$ cat config.mk
export PLATFORM = sky130hd
export DESIGN_NAME = ssf_status
export DESIGN_NICKNAME = d
export VERILOG_FILES = /design/src/ssf_pkg.sv /design/src/ssf_mem.sv /design/src/ssf_skid.sv /design/src/ssf_status.sv
export SDC_FILE = /design/constraint.sdc
export NUM_CORES = 2
export LEC_CHECK = 0
export BUFFER_PORTS_ARGS = -buffer_cell sky130_fd_sc_hd__clkbuf_2
export CAP_MARGIN = 5
export CORE_ASPECT_RATIO = 1.2
export CORE_UTILIZATION = 57
export CTS_CLUSTER_SIZE = 16
export DETAILED_ROUTE_END_ITERATION = 8
export MAX_ROUTING_LAYER = met4
export PLACE_DENSITY = 0.81
export SYNTH_ARGS = -nofsm -noshare
export SYNTH_HDL_FRONTEND = slang
export SYNTH_HIERARCHICAL = 1
export SYNTH_SLANG_ARGS = --single-unit
$ cat constraint.sdc
create_clock -name clk -period 3.7 [get_ports clk]
set_clock_uncertainty 0.05 [all_clocks]
set_input_delay 0.185 -clock clk [delete_from_list [all_inputs] [get_ports clk]]
set_output_delay 0.185 -clock clk [all_outputs]
set_load 0.005 [all_outputs]
$ cat src/ssf_pkg.sv
// Package for the serial port status block: register map, status field
// positions, control field positions and reset values.
// Assumes a 32-bit register port with byte addresses.
package ssf_pkg;

  // Register byte addresses
  localparam logic [7:0] ADDR_STATUS = 8'h00;
  localparam logic [7:0] ADDR_CTRL = 8'h04;
  localparam logic [7:0] ADDR_DATA = 8'h08;

  // Status field positions
  localparam int RX_COUNT_LSB = 24;
  localparam int TX_COUNT_LSB = 16;
  localparam int COUNT_W = 5;
  localparam int BIT_FRAME_ERR = 12;
  localparam int BIT_ACTIVE = 11;
  localparam int BIT_TX_UNDERRUN = 8;
  localparam int BIT_SHIFTER_EMPTY = 7;
  localparam int BIT_RX_OVERFLOW = 6;
  localparam int BIT_RX_EMPTY = 5;
  localparam int BIT_TX_EMPTY = 3;
  localparam int BIT_TX_FULL = 1;
  localparam int BIT_RX_FULL = 0;

  // Control field positions
  localparam int BIT_CTRL_ENABLE = 0;
  localparam int BIT_CTRL_ENH = 1;
  localparam int BIT_CTRL_FRAMED = 2;

  // Reset values
  localparam logic [31:0] STATUS_RESET = 32'h0000_0008;
  localparam logic [31:0] CTRL_RESET = 32'h0000_0000;

  // Buffer depth and word width
  localparam int FIFO_DEPTH = 16;
  localparam int WORD_W = 32;

endpackage

$ cat src/ssf_mem.sv
// Small word memory for the receive and transmit buffers.
// Assumes one writer and one reader on clk; the read address is the
// next head pointer, so q always holds the current head word.
`timescale 1ns/1ps
`default_nettype none

module ssf_mem #(
  parameter int DEPTH = ssf_pkg::FIFO_DEPTH,
  parameter int W = ssf_pkg::WORD_W,
  parameter int AW = $clog2(DEPTH)
) (
  // Clock and reset
  input wire logic clk,
  input wire logic rst_n,
  // Write side
  input wire logic we,
  input wire logic [AW-1:0] waddr,
  input wire logic [W-1:0] wdata,
  // Read side
  input wire logic [AW-1:0] raddr,
  output logic [W-1:0] q
);

  typedef struct packed {
    logic [DEPTH-1:0][W-1:0] mem;
    logic [W-1:0] q;
  } ssf_mem_state_t;

  ssf_mem_state_t st_ff;
  ssf_mem_state_t nxt_st;

  ////////////////////////////////////////////////////////////////////////
  // Write-first bypass so a word written into an empty buffer is the head
  always_comb begin
    nxt_st = st_ff;
    if (we) begin
      nxt_st.mem[waddr] = wdata;
    end
    nxt_st.q = (we && waddr == raddr) ? wdata : st_ff.mem[raddr];
  end

  // State register
  always_ff @(posedge clk or negedge rst_n) begin
    if (!rst_n) begin
      st_ff <= '0;
    end else begin
      st_ff <= nxt_st;
    end
  end

  assign q = st_ff.q;

endmodule

`default_nettype wire

$ cat src/ssf_skid.sv
// Two-entry buffer with valid and ready on both sides.
// Assumes the drain side may stall for any time; nothing is lost.
`timescale 1ns/1ps
`default_nettype none

module ssf_skid #(
  parameter int W = ssf_pkg::WORD_W
) (
  // Clock and reset
  input wire logic clk,
  input wire logic rst_n,
  input wire logic flush,
  // Fill side
  input wire logic in_valid,
  output logic in_ready,
  input wire logic [W-1:0] in_data,
  // Drain side
  output logic out_valid,
  input wire logic out_ready,
  output logic [W-1:0] out_data
);

  typedef struct packed {
    logic head_v;
    logic [W-1:0] head_d;
    logic spare_v;
    logic [W-1:0] spare_d;
  } ssf_skid_state_t;

  ssf_skid_state_t st_ff;
  ssf_skid_state_t nxt_st;
  logic accept;
  logic drain;

  ////////////////////////////////////////////////////////////////////////
  // Ready comes from the spare slot alone, so it is a plain flop output
  assign accept = in_valid && !st_ff.spare_v;
  assign drain = st_ff.head_v && out_ready;

  // Move words forward; spare only fills while the head is stalled
  always_comb begin
    nxt_st = st_ff;
    if (drain) begin
      if (st_ff.spare_v) begin
        nxt_st.head_d = st_ff.spare_d;
        nxt_st.spare_v = 1'b0;
      end else begin
        nxt_st.head_v = accept;
        nxt_st.head_d = accept ? in_data : st_ff.head_d;
      end
    end else if (accept) begin
      if (!st_ff.head_v) begin
        nxt_st.head_v = 1'b1;
        nxt_st.head_d = in_data;
      end else begin
        nxt_st.spare_v = 1'b1;
        nxt_st.spare_d = in_data;
      end
    end
    if (flush) begin
      nxt_st.head_v = 1'b0;
      nxt_st.spare_v = 1'b0;
    end
  end

  // State register
  always_ff @(posedge clk or negedge rst_n) begin
    if (!rst_n) begin
      st_ff <= '0;
    end else begin
      st_ff <= nxt_st;
    end
  end

  assign in_ready = !st_ff.spare_v;
  assign out_valid = st_ff.head_v;
  assign out_data = st_ff.head_d;

endmodule

`default_nettype wire

$ cat src/ssf_status.sv
// Serial port status block: status register, control register, receive
// and transmit buffers, and the word path to the serial shifter.
// Assumes the shifter runs on clk and drives its event pulses for one
// cycle; software uses the plain register port with one-cycle strobes.
//
// Functional notes
// - Receive fill count in bits 28:24
// - Transmit fill count in bits 20:16
// - Frame error sets bit 12, framed only, clearable
// - Bit 11 shows shifter busy
// - Transmit underrun sets bit 8, framed only
// - Underrun cleared by disable or write zero
// - Bit 7 shows shift register empty
// - Overflow sets bit 6, new word dropped
// - Overflow hardware-set, cleared by disable/write zero
// - Bit 5 high when read pointer equals write, enhanced buffering only
// - Unimplemented status bits read zero
//
// Design decisions made here: strobed register access and the register offsets.
`timescale 1ns/1ps
`default_nettype none

module ssf_status #(
  parameter int DEPTH = ssf_pkg::FIFO_DEPTH,
  parameter int W = ssf_pkg::WORD_W
) (
  // Clock and reset
  input wire logic clk,
  input wire logic rst_n,
  // Register port
  input wire logic [7:0] reg_addr,
  input wire logic [31:0] reg_wdata,
  input wire logic reg_wr,
  input wire logic reg_rd,
  output logic [31:0] reg_rdata,
  // Control outputs to the shifter
  output logic port_enable,
  output logic enhanced_buffer_select,
  output logic framed_operation_enable,
  // Received words from the shifter
  input wire logic rx_valid,
  input wire logic [W-1:0] rx_data,
  // Words to transmit
  output logic tx_valid,
  input wire logic tx_ready,
  output logic [W-1:0] tx_data,
  // Shifter state and events
  input wire logic shifter_busy,
  input wire logic shifter_idle_empty,
  input wire logic frame_error_evt,
  input wire logic tx_underrun_evt
);

  localparam int AW = $clog2(DEPTH);
  localparam int PW = AW + 1;
  localparam logic [PW-1:0] CAP_ENH = PW'(DEPTH);
  localparam logic [PW-1:0] CAP_ONE = PW'(1);

  typedef struct packed {
    logic enable;
    logic enh;
    logic framed;
    logic [PW-1:0] rx_wr;
    logic [PW-1:0] rx_rd;
    logic [PW-1:0] tx_wr;
    logic [PW-1:0] tx_rd;
    logic frame_error_flag;
    logic tx_underrun_flag;
    logic rx_overflow_flag;
    logic port_active_flag;
    logic shifter_empty_flag;
    logic [31:0] rdata;
  } ssf_state_t;

  ssf_state_t st_ff;
  ssf_state_t nxt_st;

  logic [PW-1:0] cap;
  logic [PW-1:0] rx_count;
  logic [PW-1:0] tx_count;
  logic rx_fifo_empty_flag;
  logic rx_buffer_full_flag;
  logic tx_buffer_empty_flag;
  logic tx_buffer_full_flag;
  logic wr_status;
  logic wr_ctrl;
  logic wr_data;
  logic rd_data;
  logic rx_push;
  logic rx_drop;
  logic rx_pop;
  logic tx_push;
  logic tx_pop;
  logic skid_in_ready;
  logic [W-1:0] rx_head;
  logic [W-1:0] tx_head;
  logic [31:0] status_word;

  ////////////////////////////////////////////////////////////////////////
  // Pointer arithmetic

  // Pointers carry one wrap bit so full and empty differ
  function automatic logic [AW-1:0] ptr_addr(input logic [PW-1:0] p);
    ptr_addr = p[AW-1:0];
  endfunction

  // Capacity is one word unless enhanced buffering is selected
  assign cap = st_ff.enh ? CAP_ENH : CAP_ONE;

  assign rx_count = st_ff.rx_wr - st_ff.rx_rd;
  assign tx_count = st_ff.tx_wr - st_ff.tx_rd;
  assign rx_fifo_empty_flag = (st_ff.rx_rd == st_ff.rx_wr);
  assign rx_buffer_full_flag = (rx_count >= cap);
  assign tx_buffer_empty_flag = (st_ff.tx_rd == st_ff.tx_wr);
  assign tx_buffer_full_flag = (tx_count >= cap);

  ////////////////////////////////////////////////////////////////////////
  // Register port decode

  assign wr_status = reg_wr && reg_addr == ssf_pkg::ADDR_STATUS;
  assign wr_ctrl = reg_wr && reg_addr == ssf_pkg::ADDR_CTRL;
  assign wr_data = reg_wr && reg_addr == ssf_pkg::ADDR_DATA;
  assign rd_data = reg_rd && reg_addr == ssf_pkg::ADDR_DATA;

  ////////////////////////////////////////////////////////////////////////
  // Word movement

  assign rx_push = st_ff.enable && rx_valid && !rx_buffer_full_flag;
  assign rx_drop = st_ff.enable && rx_valid && rx_buffer_full_flag;
  // Reading an empty buffer returns a stale word and moves nothing
  assign rx_pop = st_ff.enable && rd_data && !rx_fifo_empty_flag;
  // A write to a full transmit buffer is ignored
  assign tx_push = st_ff.enable && wr_data && !tx_buffer_full_flag;
  assign tx_pop = st_ff.enable && !tx_buffer_empty_flag && skid_in_ready;

  ////////////////////////////////////////////////////////////////////////
  // Status word assembly

  always_comb begin
    status_word = '0;
    status_word[ssf_pkg::RX_COUNT_LSB +: ssf_pkg::COUNT_W] =
      ssf_pkg::COUNT_W'(rx_count);
    status_word[ssf_pkg::TX_COUNT_LSB +: ssf_pkg::COUNT_W] =
      ssf_pkg::COUNT_W'(tx_count);
    status_word[ssf_pkg::BIT_FRAME_ERR] = st_ff.frame_error_flag;
    status_word[ssf_pkg::BIT_ACTIVE] = st_ff.port_active_flag;
    status_word[ssf_pkg::BIT_TX_UNDERRUN] = st_ff.tx_underrun_flag;
    status_word[ssf_pkg::BIT_SHIFTER_EMPTY] = st_ff.shifter_empty_flag;
    status_word[ssf_pkg::BIT_RX_OVERFLOW] = st_ff.rx_overflow_flag;
    // empty only shown with enhanced buffering
    // Reads zero otherwise, so the reset view keeps only transmit-empty set
    status_word[ssf_pkg::BIT_RX_EMPTY] = st_ff.enh && rx_fifo_empty_flag;
    status_word[ssf_pkg::BIT_TX_EMPTY] = tx_buffer_empty_flag;
    status_word[ssf_pkg::BIT_TX_FULL] = tx_buffer_full_flag;
    status_word[ssf_pkg::BIT_RX_FULL] = rx_buffer_full_flag;
  end

  ////////////////////////////////////////////////////////////////////////
  // Next state

  always_comb begin
    nxt_st = st_ff;

    // Control register; mode bits follow software directly
    if (wr_ctrl) begin
      nxt_st.enable = reg_wdata[ssf_pkg::BIT_CTRL_ENABLE];
      nxt_st.enh = reg_wdata[ssf_pkg::BIT_CTRL_ENH];
      nxt_st.framed = reg_wdata[ssf_pkg::BIT_CTRL_FRAMED];
    end

    // Pointers advance only on accepted moves
    if (rx_push) begin
      nxt_st.rx_wr = st_ff.rx_wr + PW'(1);
    end
    if (rx_pop) begin
      nxt_st.rx_rd = st_ff.rx_rd + PW'(1);
    end
    if (tx_push) begin
      nxt_st.tx_wr = st_ff.tx_wr + PW'(1);
    end
    if (tx_pop) begin
      nxt_st.tx_rd = st_ff.tx_rd + PW'(1);
    end

    // Software clears a sticky flag by writing zero to it
    if (wr_status && !reg_wdata[ssf_pkg::BIT_FRAME_ERR]) begin
      nxt_st.frame_error_flag = 1'b0;
    end
    if (wr_status && !reg_wdata[ssf_pkg::BIT_TX_UNDERRUN]) begin
      nxt_st.tx_underrun_flag = 1'b0;
    end
    if (wr_status && !reg_wdata[ssf_pkg::BIT_RX_OVERFLOW]) begin
      nxt_st.rx_overflow_flag = 1'b0;
    end

    // Hardware sets after the clear, so a same-cycle event survives
    // frame error in framed mode
    if (st_ff.enable && st_ff.framed && frame_error_evt) begin
      nxt_st.frame_error_flag = 1'b1;
    end
    if (st_ff.enable && st_ff.framed && tx_underrun_evt) begin
      nxt_st.tx_underrun_flag = 1'b1;
    end
    if (rx_drop) begin
      nxt_st.rx_overflow_flag = 1'b1;
    end

    nxt_st.port_active_flag = st_ff.enable && shifter_busy;
    nxt_st.shifter_empty_flag = st_ff.enable && shifter_idle_empty;

    if (!st_ff.enable) begin
      nxt_st.rx_wr = '0;
      nxt_st.rx_rd = '0;
      nxt_st.tx_wr = '0;
      nxt_st.tx_rd = '0;
      nxt_st.frame_error_flag = 1'b0;
      nxt_st.tx_underrun_flag = 1'b0;
      nxt_st.rx_overflow_flag = 1'b0;
    end

    // Read data land one cycle after the strobe; unmapped reads zero
    nxt_st.rdata = '0;
    if (reg_rd) begin
      if (reg_addr == ssf_pkg::ADDR_STATUS) begin
        nxt_st.rdata = status_word;
      end else if (reg_addr == ssf_pkg::ADDR_CTRL) begin
        nxt_st.rdata[ssf_pkg::BIT_CTRL_ENABLE] = st_ff.enable;
        nxt_st.rdata[ssf_pkg::BIT_CTRL_ENH] = st_ff.enh;
        nxt_st.rdata[ssf_pkg::BIT_CTRL_FRAMED] = st_ff.framed;
      end else if (reg_addr == ssf_pkg::ADDR_DATA) begin
        nxt_st.rdata = 32'(rx_head);
      end
    end
  end

  ////////////////////////////////////////////////////////////////////////
  // State register

  always_ff @(posedge clk or negedge rst_n) begin
    if (!rst_n) begin
      st_ff <= '0;
    end else begin
      st_ff <= nxt_st;
    end
  end

  ////////////////////////////////////////////////////////////////////////
  // Buffers

  // Receive words; read address is the next head so q is the head
  ssf_mem #(
    .DEPTH(DEPTH),
    .W(W),
    .AW(AW)
  ) u_rx_mem (
    .clk(clk),
    .rst_n(rst_n),
    .we(rx_push),
    .waddr(ptr_addr(st_ff.rx_wr)),
    .wdata(rx_data),
    .raddr(ptr_addr(nxt_st.rx_rd)),
    .q(rx_head)
  );

  // Transmit words waiting for the shifter
  ssf_mem #(
    .DEPTH(DEPTH),
    .W(W),
    .AW(AW)
  ) u_tx_mem (
    .clk(clk),
    .rst_n(rst_n),
    .we(tx_push),
    .waddr(ptr_addr(st_ff.tx_wr)),
    .wdata(reg_wdata[W-1:0]),
    .raddr(ptr_addr(nxt_st.tx_rd)),
    .q(tx_head)
  );

  // Stall by the shifter holds words here and back-pressures the buffer
  ssf_skid #(
    .W(W)
  ) u_tx_skid (
    .clk(clk),
    .rst_n(rst_n),
    .flush(!st_ff.enable),
    .in_valid(st_ff.enable && !tx_buffer_empty_flag),
    .in_ready(skid_in_ready),
    .in_data(tx_head),
    .out_valid(tx_valid),
    .out_ready(tx_ready),
    .out_data(tx_data)
  );

  ////////////////////////////////////////////////////////////////////////
  // Outputs from flops

  assign reg_rdata = st_ff.rdata;
  assign port_enable = st_ff.enable;
  assign enhanced_buffer_select = st_ff.enh;
  assign framed_operation_enable = st_ff.framed;

endmodule

`default_nettype wire

==> summary.md <==
| Metric | Value |
|---|---|
| Status | complete, but fails checks |
| Violated checks | negative setup slack |
| Fillers | 6103 |
| Hold Crit Class | in2async |
| Final instance area | 63800 um^2 |
| Hold Vio Cnt, Final | 0 |
| Busiest metal layer after global routing | met2 |
| Post-Place Cells | 4737 |
| Worst-skew pair later-pin latency | 0.71 ns |
| Synth unique cells | 62 |
| Total grt overflow | 0 |
| Layout net count | 3812 |
| Mapped Avg Cell Area | 15.5 um^2 |
| Clock sink count | 1214 |
| CTS buffer count | 113 |
| RSZ-0062 raised after global routing | yes |
| Synth-to-Final Area Change | 16.3% |
| Vias in the first global route | 33.6k |
| Routed Antenna Nets | 0 |
| Port Buffer Count | 149 |
| Leakage | 30.5 nW |
| EDFF count, synth | 0 |
| CP max FO | 7 |
| Global-route wire length before repair | 205000 um |
| CP startpoint | st_ff[52] |
| DR vias/cell | 6.41 |
| Remaining DRCs | 0 |
| Die H | 342 um |
| Met3 Track Usage GR | 4.98% |
| Worst slew margin | 10.9% |
| Wire length per cell | 28.3 um |
| Max-cap violations | 0 |
| Most common cell in the netlist | dfrtp_1 |
| Largest net degree at the start of global routing | 132 |
| Syn nets | 3653 |
| Setup ws final | -0.0150 ns |
| Sequential area share after synthesis | 55.3% |
| Reg-to-reg startpoint | st_ff[52] |
| Final wirelength | 143000 um |
| Share of the synthesized area in the top cell type | 55.3% |
| Row count | 124 |
| Synth Cell Area | 54900 um^2 |
| Worst path required time | 4.23 ns |
| Placer Congestion | 0.883 |
| Max-slew violation count | 0 |
| Synth Flop Type | dfrtp_1 |
| Worst-case clock buffer depth | 3 |
| Clock Pin Slew Worst Setup and Hold Paths | 0.07 ns |
| Cell Area, Placed | 57600 um^2 |
| GR Util met2 | 46.1% |
| DP HPWL | 79800 um |
| Top cells by count, synth | 1214 x dfrtp_1, 1077 x mux2_2, 258 x mux4_2 |
| Core area | 95400 um^2 |
| Synth area leaders | dfrtp_1 55%, mux2_2 22%, mux4_2 11% |
| Cell taking the most area after synthesis | dfrtp_1 |
| Tmin final | 3.72 ns |
| Vias | 32.5k |
| Final Instance Count excl. Fillers | 5072 |
| Max H-tree Level | 3 |
| Setup WS pre-CTS | -0.146 ns |
| Die X | 285 um |
| CTS tree | done |
| IO Pins | 150 |
| DRT Pass-1 Iters | 6 |
| Cells after synthesis | 3553 |
| CP Launch Type | flop |
| Total die area | 97600 um^2 |
| Peak supply drop | 429 uV |
| Worst EP arrival | 4.25 ns |
| Setup Viol. Count Final | 6 |
| CTS root buf | clkbuf_16 |
| Drt initial violations | 2853 |
| Worst Tran Pin Value | 1.33 ns |
| Tot GR Track Use | 28.4% |
| GRT met1 Usage | 36.8% |
| YS warnings | 6 |
| Fraction of registers with async set/reset | 100% |
| Tcrit/Tclk final | 100% |
| Antenna violations before repair | 14 |
| Layout cell share with drive strength beyond 1 | 52.7% |
| Nature of the critical path endpoint | flop |
| Fmax | 269 MHz |
| Cell Pwr Density | 421 nW/um^2 |
| WS Path Type | reg2reg |
| Starting Density | 57.5% |
| Yosys reg bits | 1214 |
==> logic make-up (layout without fill, tap and decap cells) <==
family                   count (synthesis)  count (layout)  synth area share [%]
multiplexers                          1382            1382                  33.8
flip-flops                            1214            1214                  55.3
buffers and inverters                  429             675                  4.30
AND/OR/NAND/NOR                        264             267                  2.54
AO/OA/AOI/OAI                          223             223                  3.18
XOR/XNOR                                23              23                 0.367
adder cells (fa/ha/maj)                 18              18                 0.438
other                                    0              10                     0
==> per-stage QoR <==
stage / utilization [%] / hold slack, ns / TNS (ns) / power (W)
final: 66.9 / 0.00981 / -0.0389 / 0.0269
after global routing: 66.9 / 0.0683 / -59.78 / 0.0276
after CTS: 65.3 / 0.0291 / 0 / 0.0269
after detailed placement: 60.4 / 0.159 / -10.85 / 0.0150
after global placement: 60.4 / 0.162 / -1.68 / 0.0149
after floorplan: - / -0.161 / 0 / 0.0145
==> cell type report <==
type	instances	area, um^2	share of cell area, %
diodes	10	25.0	0.0392
clock buffers	175	3440	5.39
well taps	1260	1580	2.47
flip-flops and latches	1214	30400	47.6
inverters	17	63.8	0.0999
multi-input cells	1913	23100	36.2
clock inverters	30	415	0.651
repair buffers	453	4810	7.54
==> critical path: stages (launching register included) <==
cell       delay [ns]
dfrtp_1          0.39
inv_2            0.08
ha_4             0.12
inv_2            0.04
fa_2             0.36
a21oi_2          0.14
nor2_1           0.05
nor2_1           0.13
xor2_1           0.21
ha_1             0.29
a21oi_2          0.16
o211ai_1         0.16
nor2_2           0.24
nand3b_1         0.19
buf_6            0.18
nor2_4           0.10
buf_12           0.17
clkbuf_16        0.19
mux2_2           0.34
==> per-layer routing <==
metal,wire length (um),vias to the layer above
met5,0,-
met4,5260,0
met3,9820,343
met2,71700,1374
met1,56700,17500
li1,-,13300
==> cell usage in the layout, fill, tap and decap left out, types with 13 or more instances in the layout <==
cell type,instances
mux2_2,919
mux2_1,16
dfrtp_1,1214
mux2_4,188
clkbuf_8,34
clkbuf_16,136
inv_1,14
clkbuf_2,148
nor2_4,24
nor2_1,24
a22oi_1,129
dlygate4sd3_1,74
buf_6,18
buf_12,89
clkinv_2,13
nand2_1,88
ha_1,15
mux4_2,258
xnor2_1,14
o21ai_0,19
a21oi_1,17
o221a_1,30
clkbuf_1,26
or2_1,30
buf_4,100
==> report_power, final <==
part	switching (W)	internal, W	total [W]
clock network	0.00514	0.00683	0.0120
logic	0.000713	0.000531	0.00124
registers	0.000152	0.0135	0.0136
==> flip-flops by register name (all words and copies together), names as in the netlist <==
| signal | count |
|---|---|
| st_ff | 25 |
| enhanced_buffer_select | 1 |
| reg_rdata | 32 |
| u_tx_skid/out_data | 32 |
| port_enable | 1 |
| u_rx_mem/q | 32 |
| u_rx_mem/st_ff | 512 |
| u_tx_skid/out_valid | 1 |
| u_tx_mem/q | 32 |
| framed_operation_enable | 1 |
| u_tx_skid/st_ff | 33 |
| u_tx_mem/st_ff | 512 |
==> final timing paths <==
path                                             to  slack [ns]  depth (start not counted)
worst max-delay path            u_rx_mem/st_ff[508]       -0.02                         18
worst min-delay path            u_tx_mem/st_ff[457]        0.01                          2
worst max register to register  u_rx_mem/st_ff[508]       -0.02                         18
worst min register to register  u_tx_mem/st_ff[130]        0.44                          1
max in group asynchronous       u_rx_mem/st_ff[521]        2.29                          3
min in group clk                       reg_rdata[2]        0.11                          3
==> timing repair <==
item / 4_1_cts / 5_1_grt
hold endpoints to repair: 1362 / 0
pin swaps: 3 / 18
setup endpoints to repair: 442 / 948
cloned: 1 / 26
buffers inserted: 1 / 18
hold buffers: 74 / 0
gates resized for setup: 3 / 208
No activity file was read; power rests on OpenSTA's default activity.
